===== src/range_clear_defs.vh =====
`ifndef RANGE_CLEAR_DEFS_VH
`define RANGE_CLEAR_DEFS_VH

// output range field encodings
`define RNG_V_0_5      3'h0
`define RNG_V_0_10     3'h1
`define RNG_V_PM5      3'h2
`define RNG_V_PM10     3'h3
`define RNG_I_4_20     3'h5
`define RNG_I_0_20     3'h6
`define RNG_I_0_24     3'h7

// dual-mode current field encodings
`define DUAL_I_4_20    2'h1
`define DUAL_I_0_20    2'h2
`define DUAL_I_0_24    2'h3

// voltage gain in tenths (1.0 = 10)
`define GAIN_X1        6'h0A
`define GAIN_X2        6'h14
`define GAIN_X4        6'h28
`define GAIN_EXT_NUM   6'h0B

// current span codes on the output port
`define ISPAN_OFF      2'h0
`define ISPAN_0_20     2'h1
`define ISPAN_0_24     2'h2
`define ISPAN_4_20     2'h3

`define DEF_WIDTH      16

`endif


===== src/range_clear_ctrl.v =====
// Behaviour
// - Voltage and current outputs may both be enabled, driven by one data register.
// - Disabled outputs are high impedance; reset disables both outputs.
// - Code width is 16 or 12 bits; fraction is code over two to width.
// - Voltage range comes from range field and span extend bit.
// - Gain 1 for 0-5V, 2 for 0-10V and +-5V, 4 for +-10V.
// - Span extend bit raises voltage gain by ten percent.
// - Bipolar mode offsets by minus gain times half reference; unipolar none.
// - Current range 0-20, 0-24 or 4-20 mA, normally from range field.
// - In dual-output mode current range comes from dedicated config field.
// - 4-20 mA range adds 4 mA offset to 16 mA scaled fraction.
// - Zeroing input acts asynchronously, forcing voltage to zero-scale or to midscale (negative full-scale, code 0, when bipolar).
// - Clear level is OR of select pin and select bit.
// - During clear in single-output mode current output goes to bottom of its range.
// - After clear deasserts outputs stay at cleared value.
// - Commit strobe without new data restores the pre-clear value.
// - New output values are rejected while clear is asserted.
// - In dual mode data register clears to voltage-clear value, driving current too.
// - Clear level also sets default value loaded at reset and range change.
// - Setting the enable bit drives output to the default value.
`include "range_clear_defs.vh"

module range_clear_ctrl #(
    parameter WIDTH = `DEF_WIDTH
) (
    input wire SYS_CLK,
    input wire RST,
    input wire ASYNC_ZEROING_INPUT,
    input wire ZEROING_LEVEL_SELECT_PIN,
    input wire ZEROING_LEVEL_SELECT_BIT,
    input wire [2:0] OUTPUT_RANGE,
    input wire SPAN_EXTEND_BIT,
    input wire OUTPUT_DRIVE_ENABLE,
    input wire VOLTAGE_ENABLE,
    input wire DUAL_OUTPUT_MODE,
    input wire [1:0] DUAL_MODE_CURRENT_SPAN_FIELD,
    input wire COMMIT,
    input wire DATA_VALID,
    input wire [WIDTH-1:0] DATA_IN,
    output wire [WIDTH-1:0] OUTPUT_CODE,
    output wire VOLTAGE_OUTPUT_DRIVE,
    output wire CURRENT_OUTPUT_DRIVE,
    output wire [5:0] VOLTAGE_GAIN,
    output wire VOLTAGE_BIPOLAR,
    output wire [1:0] CURRENT_SPAN,
    output wire CLEAR_ACTIVE
);

    localparam [WIDTH-1:0] ZERO_CODE = {WIDTH{1'b0}};
    localparam [WIDTH-1:0] MID_CODE = {1'b1, {(WIDTH-1){1'b0}}};

    wire zsync_q;
    reg [WIDTH-1:0] data_q;
    reg [WIDTH-1:0] data_d;
    reg [WIDTH-1:0] preclear_q;
    reg [WIDTH-1:0] preclear_d;
    reg cleared_q;
    reg cleared_d;
    reg [2:0] range_q;
    reg enable_q;
    reg [WIDTH-1:0] out_code_q;
    reg [WIDTH-1:0] clear_code;
    reg [WIDTH-1:0] out_code_d;
    reg [5:0] gain_base;
    reg [5:0] gain_d;
    reg bipolar_d;
    reg [1:0] ispan_d;
    reg v_en_d;
    reg i_en_d;
    wire level_mid;
    wire is_current_range;
    wire range_changed;
    wire enable_rise;

    assign level_mid = ZEROING_LEVEL_SELECT_PIN | ZEROING_LEVEL_SELECT_BIT;
    assign is_current_range = OUTPUT_RANGE[2];
    assign range_changed = (OUTPUT_RANGE != range_q);
    assign enable_rise = OUTPUT_DRIVE_ENABLE & ~enable_q;

    // clear code: unipolar zero-scale is code 0; bipolar zero-scale (0 V) is midscale
    always @* begin
        clear_code = ZERO_CODE;
        case ({is_current_range & ~DUAL_OUTPUT_MODE, level_mid, bipolar_d})
            3'b000: begin
                clear_code = ZERO_CODE;
            end
            3'b001: begin
                clear_code = MID_CODE;
            end
            3'b010: begin
                clear_code = MID_CODE;
            end
            3'b011: begin
                clear_code = ZERO_CODE;
            end
            default: begin
                clear_code = ZERO_CODE;
            end
        endcase
    end

    // range decode: gain in tenths, bipolar offset flag, current span
    always @* begin
        gain_base = `GAIN_X1;
        bipolar_d = 1'b0;
        case (OUTPUT_RANGE)
            `RNG_V_0_5: begin
                gain_base = `GAIN_X1;
            end
            `RNG_V_0_10: begin
                gain_base = `GAIN_X2;
            end
            `RNG_V_PM5: begin
                gain_base = `GAIN_X2;
                bipolar_d = 1'b1;
            end
            `RNG_V_PM10: begin
                gain_base = `GAIN_X4;
                bipolar_d = 1'b1;
            end
            default: begin
                gain_base = `GAIN_X1;
            end
        endcase
        // gain tenths: x1.1 by adding one tenth of base
        if (SPAN_EXTEND_BIT) begin
            gain_d = gain_base + (gain_base / 6'h0A);
        end else begin
            gain_d = gain_base;
        end
        if (DUAL_OUTPUT_MODE) begin
            case (DUAL_MODE_CURRENT_SPAN_FIELD)
                `DUAL_I_4_20: begin
                    ispan_d = `ISPAN_4_20;
                end
                `DUAL_I_0_20: begin
                    ispan_d = `ISPAN_0_20;
                end
                `DUAL_I_0_24: begin
                    ispan_d = `ISPAN_0_24;
                end
                default: begin
                    ispan_d = `ISPAN_OFF;
                end
            endcase
        end else begin
            case (OUTPUT_RANGE)
                `RNG_I_4_20: begin
                    ispan_d = `ISPAN_4_20;
                end
                `RNG_I_0_20: begin
                    ispan_d = `ISPAN_0_20;
                end
                `RNG_I_0_24: begin
                    ispan_d = `ISPAN_0_24;
                end
                default: begin
                    ispan_d = `ISPAN_OFF;
                end
            endcase
        end
        v_en_d = OUTPUT_DRIVE_ENABLE & (DUAL_OUTPUT_MODE ? VOLTAGE_ENABLE : ~is_current_range);
        i_en_d = OUTPUT_DRIVE_ENABLE & (ispan_d != `ISPAN_OFF);
    end

    // data register update, gated by the synchronised zeroing input
    always @* begin
        data_d = data_q;
        preclear_d = preclear_q;
        cleared_d = cleared_q;
        if (zsync_q) begin
            // hold the pre-clear value once; commits ignored meanwhile
            if (!cleared_q) begin
                preclear_d = data_q;
            end
            cleared_d = 1'b1;
            data_d = clear_code;
        end else if (COMMIT && DATA_VALID) begin
            data_d = DATA_IN;
            preclear_d = DATA_IN;
            cleared_d = 1'b0;
        end else if (COMMIT && cleared_q) begin
            data_d = preclear_q;
            cleared_d = 1'b0;
        end else if (range_changed || enable_rise) begin
            data_d = clear_code;
            preclear_d = clear_code;
            cleared_d = 1'b0;
        end
    end

    // reset loads the default code of the selected clear level, not plain zero
    always @(posedge SYS_CLK) begin
        if (RST) begin
            data_q <= clear_code;
            preclear_q <= clear_code;
            cleared_q <= 1'b0;
            range_q <= `RNG_V_0_5;
            enable_q <= 1'b0;
            out_code_q <= clear_code;
        end else begin
            data_q <= data_d;
            preclear_q <= preclear_d;
            cleared_q <= cleared_d;
            range_q <= OUTPUT_RANGE;
            enable_q <= OUTPUT_DRIVE_ENABLE;
            out_code_q <= data_d;
        end
    end

    // pin may move at any time; only the second flop gates updates
    clear_sync sync_u (
        .clk(SYS_CLK),
        .rst(RST),
        .async_in(ASYNC_ZEROING_INPUT),
        .sync_q(zsync_q)
    );

    reset_reg #(
        .W(1),
        .INIT(1'b0)
    ) v_drive_u (
        .clk(SYS_CLK),
        .rst(RST),
        .d(v_en_d),
        .q(VOLTAGE_OUTPUT_DRIVE)
    );

    reset_reg #(
        .W(1),
        .INIT(1'b0)
    ) i_drive_u (
        .clk(SYS_CLK),
        .rst(RST),
        .d(i_en_d),
        .q(CURRENT_OUTPUT_DRIVE)
    );

    reset_reg #(
        .W(6),
        .INIT(`GAIN_X1)
    ) gain_u (
        .clk(SYS_CLK),
        .rst(RST),
        .d(gain_d),
        .q(VOLTAGE_GAIN)
    );

    reset_reg #(
        .W(1),
        .INIT(1'b0)
    ) bipolar_u (
        .clk(SYS_CLK),
        .rst(RST),
        .d(bipolar_d),
        .q(VOLTAGE_BIPOLAR)
    );

    reset_reg #(
        .W(2),
        .INIT(`ISPAN_OFF)
    ) span_u (
        .clk(SYS_CLK),
        .rst(RST),
        .d(ispan_d),
        .q(CURRENT_SPAN)
    );

    reset_reg #(
        .W(1),
        .INIT(1'b0)
    ) clear_flag_u (
        .clk(SYS_CLK),
        .rst(RST),
        .d(zsync_q),
        .q(CLEAR_ACTIVE)
    );

    // output code bypasses the synchroniser so clear takes effect without a clock
    always @* begin
        out_code_d = out_code_q;
        if (ASYNC_ZEROING_INPUT) begin
            out_code_d = clear_code;
        end
    end

    assign OUTPUT_CODE = out_code_d;

endmodule

module clear_sync (
    input wire clk,
    input wire rst,
    input wire async_in,
    output reg sync_q
);

    reg meta_q;

    // meta_q may be metastable, so nothing else reads it
    always @(posedge clk) begin
        if (rst) begin
            meta_q <= 1'b0;
            sync_q <= 1'b0;
        end else begin
            meta_q <= async_in;
            sync_q <= meta_q;
        end
    end

endmodule

module reset_reg #(
    parameter W = 1,
    parameter [W-1:0] INIT = {W{1'b0}}
) (
    input wire clk,
    input wire rst,
    input wire [W-1:0] d,
    output reg [W-1:0] q
);

    always @(posedge clk) begin
        if (rst) begin
            q <= INIT;
        end else begin
            q <= d;
        end
    end

endmodule


===== config.mk =====
export PLATFORM = sky130hd
export DESIGN_NAME = range_clear_ctrl
export DESIGN_NICKNAME = d
export VERILOG_FILES = /design/src/range_clear_ctrl.v
export VERILOG_INCLUDE_DIRS = /design/src /design/src/src
export SDC_FILE = /design/constraint.sdc
export NUM_CORES = 1
export LEC_CHECK = 0
export BUFFER_PORTS_ARGS = -buffer_cell sky130_fd_sc_hd__buf_2
export CORE_MARGIN = 1.5
export CORE_UTILIZATION = 40
export DETAILED_ROUTE_END_ITERATION = 10
export GPL_TIMING_DRIVEN = 0
export MAX_ROUTING_LAYER = met4
export SYNTH_ARGS = -nofsm -noshare
export SYNTH_HDL_FRONTEND = slang
export SYNTH_SLANG_ARGS = --single-unit

===== constraint.sdc =====
create_clock -name SYS_CLK -period 4.64 [get_ports SYS_CLK]
set_clock_uncertainty 0.05 [all_clocks]
set_input_delay 0.232 -clock SYS_CLK [delete_from_list [all_inputs] [get_ports SYS_CLK]]
set_output_delay 0.232 -clock SYS_CLK [all_outputs]
set_load 0.01 [all_outputs]

# Yosys cells after proc, flatten, opt, wreduce, memory -nomap -nowiden

Cells that the tools add are included.

Register bits: 51
Output and inout bits: 28
Word-level logic and storage cells: 71

$add $sub $neg: 1
Divide/modulo/power cells: 1
Eq/ne operators: 14
Mux-type cells: 23
Bitwise gates (word level): 8
Reductions and logical operators: 11

Operator list:

| operator              | count |
|---|---|
| $mux W16              | 12 |
| $pmux W2 S3           | 2 |
| $pmux W6 S2           | 1 |
| $eq A3 B2 Y1 const B  | 3 |
| $eq A3 B3 Y1 const B  | 3 |
| $reduce_bool A4 Y1    | 2 |
| $add A6 B6 Y6         | 1 |
| $div A6 B4 Y6 const B | 1 |
| $eq A3 B1 Y1 const B  | 2 |
| $mux W1               | 6 |
| $mux W6               | 1 |
| $reduce_or A2 Y1      | 3 |
| $reduce_bool A5 Y1    | 1 |
| $and A1 B1 Y1         | 4 |
| $eq A2 B2 Y1 const B  | 2 |
| $ne A4 B3 Y1 const B  | 1 |
| $ne A3 B3 Y1          | 1 |
| $ne A3 B3 Y1 const B  | 1 |
| $not A1 Y1            | 3 |
| $reduce_and A3 Y1     | 1 |
| $eq A2 B1 Y1 const B  | 1 |
| $logic_and A1 B1 Y1   | 2 |
| $mux W2               | 1 |
| $reduce_bool A2 Y1    | 1 |
| 2 further kinds       | 2 |

# Logic depth before layout (Yosys ltp)

Depth in word-level cells: 11
Depth in mapped cells: 7

# Hierarchy

From an unflattened synthesis, not the netlist that was laid out.

Cell total of the unflattened synthesis: 192
Area total of the unflattened synthesis: 2,409.8 um^2

By module, submodules not included:

| module                    | instances | cells each | area an instance (um^2) | seq. area each (um^2) |
|---|---|---|---|---|
| range_clear_ctrl          | 1         | 164        | 2,011.9                 | 1,061.0 |
| reset_reg (gain_u)        | 1         | 12         | 157.7                   | 120.1 |
| reset_reg (bipolar_u ...) | 4         | 2          | 33.8                    | 20.0 |
| clear_sync                | 1         | 4          | 52.6                    | 40.0 |
| reset_reg (span_u)        | 1         | 4          | 52.6                    | 40.0 |

# Least setup slack after synthesis

Ideal clock, no wire load.

Path type: input -> register
Start: input port OUTPUT_RANGE[0]
End: register preclear_q[0] (enable)
Setup time: 399 ps
Arrival time: 1,655 ps
Data required time: 4,191 ps
Setup slack: 2,537 ps
Cell stages on the path: 4
Path through: buf_2 xor2_1 a2111oi_4 a32oi_1

Word-level cells in the longest chain between the ends: 4

RTL lines:

| element                      | line                   | text |
|---|---|---|
| from (decl)                  | range_clear_ctrl.v:31  | `input wire [2:0] OUTPUT_RANGE,` |
| $ne A3 B3 Y1                 | range_clear_ctrl.v:77  | `assign range_changed = (OUTPUT_RANGE != range_q);` |
| $logic_or A1 B1 Y1           | range_clear_ctrl.v:185 | `end else if (range_changed \|\| enable_rise) begin` |
| $reduce_bool A4 Y1 (no line) | --                     |  |
| $reduce_and A3 Y1 (no line)  | --                     |  |
| to (signal assigned)         | range_clear_ctrl.v:196 | `preclear_q <= clear_code;` |
| to (signal assigned)         | range_clear_ctrl.v:203 | `preclear_q <= preclear_d;` |
| to (decl)                    | range_clear_ctrl.v:55  | `reg [WIDTH-1:0] preclear_q;` |

Every way passes these cells.
A chain may end at the register's enable or synchronous reset.

# Worst setup path after layout

Start: register range_q[2]
End: register preclear_q[12] (enable)

Word-level cells in the longest chain between the ends: 4

RTL lines:

| element                      | line                   | text |
|---|---|---|
| from (decl)                  | range_clear_ctrl.v:59  | `reg [2:0] range_q;` |
| from (signal assigned)       | range_clear_ctrl.v:198 | `` range_q <= `RNG_V_0_5; `` |
| $ne A3 B3 Y1                 | range_clear_ctrl.v:77  |  |
| $logic_or A1 B1 Y1           | range_clear_ctrl.v:185 |  |
| $reduce_bool A4 Y1 (no line) | --                     |  |
| $reduce_and A3 Y1 (no line)  | --                     |  |

Every way passes these cells.

==> metrics.md <==
| Metric | Value |
|---|---|
| Hold Buf Count CTS | `0` |
| 1st-iter DRT viols | `68` |
| WP data arrival | `2090 ps` |
| Clock insertion delay at the later pin of the skew report | `300 ps` |
| Hold WC Path Type | `input port to register` |
| Maximum clock rate | `0.473 GHz` |
| CP startpoint kind | `register` |
| Initial core utilization | `42.0%` |
| EDFF count, synth | `32` |
| Drt pass-1 iters | `4` |
| Pin count of the biggest net entering global routing | `17` |
| Peak VDD IR | `145 uV` |
| HPWL after DPL | `3540 um` |
| Vias per cell | `4.99` |
| Global route overflow | `0` |
| Measured slew at the worst slew-check pin | `939 ps` |
| Row count | `27` |
| Max-slew violation count | `0` |
| CP peak stage delay | `790 ps` |
| Most frequent cell after synthesis | `edfxtp_1` |
| R2R depth | `4` |
| Slew headroom | `37.4%` |
| Min-Delay Endpoint | `range_q[2]` |
| CP max stage cell | `a32oi_1` |
| Lkg Pwr | `0.00130 uW` |
| Share of layout cells above drive strength 1 | `33.1%` |
| Power Density | `317 nW/um2` |
| Synthesized area per cell | `12.6 um2` |
| Tot GR Track Use | `16.9%` |
| Crit path buf inv count | `1` |
| Primary FF master, synth | `edfxtp_1` |
| Reg2Reg Capture Point | `preclear_q[12]` |
| Largest fanout on the critical path | `9` |
| Area of the core | `5610 um2` |
| Via count | `1,612` |
| Die Span Y | `79.7 um` |
| Max clock buf depth | `2` |
| H-tree depth | `2` |
| Seq/Total Area, Yosys | `56.9%` |
| Setup crit start | `range_q[2]` |
| CP Capture Type | `register` |
| Share of the synthesized area in the top cell type | `40.8%` |
| Critical-path cell list | `xor2_1 -> a2111oi_4 -> a32oi_1 -> buf_4` |
| Yosys Warn Count | `0` |
| Worst path top cell family by delay | `compound AO/OA/AOI/OAI gates` |
| Cell Area, Synth | `2360 um2` |
| Post-synth top cells | `edfxtp_1, a22o_1, nor2b_1` |
| Cells after Synth | `187` |
| Post-CTS Setup Bufs | `0` |
| # IOs | `60` |
| Initial antenna violation count | `0` |
| Hold Path Stages | `2` |
| Fin crit period | `2120 ps` |
| Root Driver | `clkbuf_8` |
| Run status | `finished clean` |
| First-pass GRT wire length | `7730 um` |
| RSZ-0062 raised after global routing | `false` |
| Die width | `79.7 um` |
| Total CTS buffers | `5` |
| Antenna viol nets, final | `0` |
| Final Cycle Share | `45.6%` |
| Distinct cells, synth | `39` |
| # diodes | `0` |
| CP required | `4610 ps` |
| TNS Setup | `0 ps` |
| Final setup viols | `0` |
| Clock Sinks | `51` |
| Routed WL | `4900 um` |
| Area Growth Syn to Fin | `20.2%` |
| HP Start | `OUTPUT_RANGE[2]` |
| Post-synth top area cell | `edfxtp_1` |
| Drt drc | `0` |
| Count of final hold-check violations | `0` |
| Worst r2r src | `range_q[2]` |
| WL/cell | `15.2 um` |
| Syn nets | `226` |
| Input/output buffers | `55` |
| Layout Nets | `289` |
| Synth top area cells | `edfxtp_1, dfxtp_1, a22o_1, nor2b_1, ha_1` |
| CTS clk-pin slew, worst paths | `90 ps` |
| Global placer's final weighted congestion | `0.782` |
| CTS tree | `done` |
| Worst R2R Setup Slack | `2520 ps` |
| Die Area | `6360 um2` |
| Yosys reg bits | `51` |
| Max-cap violations | `0` |
| Asr flop ratio synth | `0%` |
| Vias in the first global route | `1,537` |
| Cts repair resizes | `0` |
| Final core utilization | `50.5%` |
| Setup Crit Path Kind | `register to register` |
worst max-delay path by stage:
stage               cells past startpoint        endpoint
floorplan                               4   preclear_q[0]
global placement                        4   preclear_q[2]
detailed placement                      4   out_code_q[0]
CTS                                     4   preclear_q[1]
global route                            4   preclear_q[1]
finish                                  4  preclear_q[12]
metal layers:
metal / vias to the layer above / track usage [%] / wire length, um
li1: 810 / - / -
met1: 745 / 23.0 / 2320
met2: 51 / 24.7 / 2220
met3: 6 / 4.11 / 272
met4: 0 / 6.03 / 80
met5: - / - / 0
flip-flops by register name, indices dropped and copies added, names as in the netlist:
register	count
sync_u.meta_q	1
bipolar_u.q	1
out_code_q	16
i_drive_u.q	1
enable_q	1
clear_flag_u.q	1
v_drive_u.q	1
preclear_q	16
span_u.q	2
cleared_q	1
sync_u.sync_q	1
range_q	3
gain_u.q	6
placed cells by master, fill, tap and decap left out, types with 2 or more instances in the layout:
cell	n
edfxtp_1	32
xnor2_1	2
a21oi_1	2
inv_1	9
dfxtp_1	19
a22o_1	30
buf_4	5
nor2_1	6
clkbuf_1	2
buf_6	2
nor3_1	3
and3b_1	2
nor2b_1	24
clkbuf_8	7
mux2_2	2
o2bb2ai_1	2
buf_2	61
xor2_1	4
nand2b_1	3
ha_1	7
nand2_1	5
o21bai_1	2
o221a_2	2
worst register-to-register path, cell delays in order (launching register included):
cell and delay [ps]:
dfxtp_1 340, xor2_1 240, a2111oi_4 100, a32oi_1 790, buf_4 320
stage by stage:
stage / power (uW) / setup WS, ps / instance area [um2] / cells / hold slack [ps]
after global routing: 940 / 2330 / 2830 / 323 / 162
after floorplan: 583 / 2540 / 2360 / 187 / 321
after global placement: 624 / 2000 / 2720 / 314 / 395
after detailed placement: 626 / 2410 / 2730 / 315 / 391
final: 897 / 2520 / 2830 / 323 / 164
after CTS: 906 / 2470 / 2830 / 323 / 157
power breakdown:
group / switching (uW) / total (uW) / leakage, uW / internal, uW
Clock: 147 / 283 / 0.0000505 / 136
Combinational: 54.0 / 100 / 0.000709 / 46.5
Sequential: 8.71 / 514 / 0.000539 / 505
cell type report:
| cell class | instances | area (um2) |
|---|---|---|
| sequential | 51 | 1340 |
| clock inverter | 1 | 7.51 |
| tap | 72 | 90.1 |
| fill | 552 | 2780 |
| buffer | 14 | 90.1 |
| timing repair buffer | 56 | 283 |
| clock buffer | 7 | 96.3 |
| multi-input combinational | 113 | 891 |
| inverter | 9 | 33.8 |
cell families after synthesis:
group | after synthesis | synth area share, %
AO/OA/AOI/OAI | 48 | 18.1
XOR/XNOR | 6 | 2.23
multiplexers | 3 | 1.38
adder cells (fa/ha/maj) | 7 | 3.72
buffers and inverters | 23 | 5.26
flip-flops | 51 | 56.9
AND/OR/NAND/NOR | 49 | 12.4
Power figures use the tool's default switching activity.
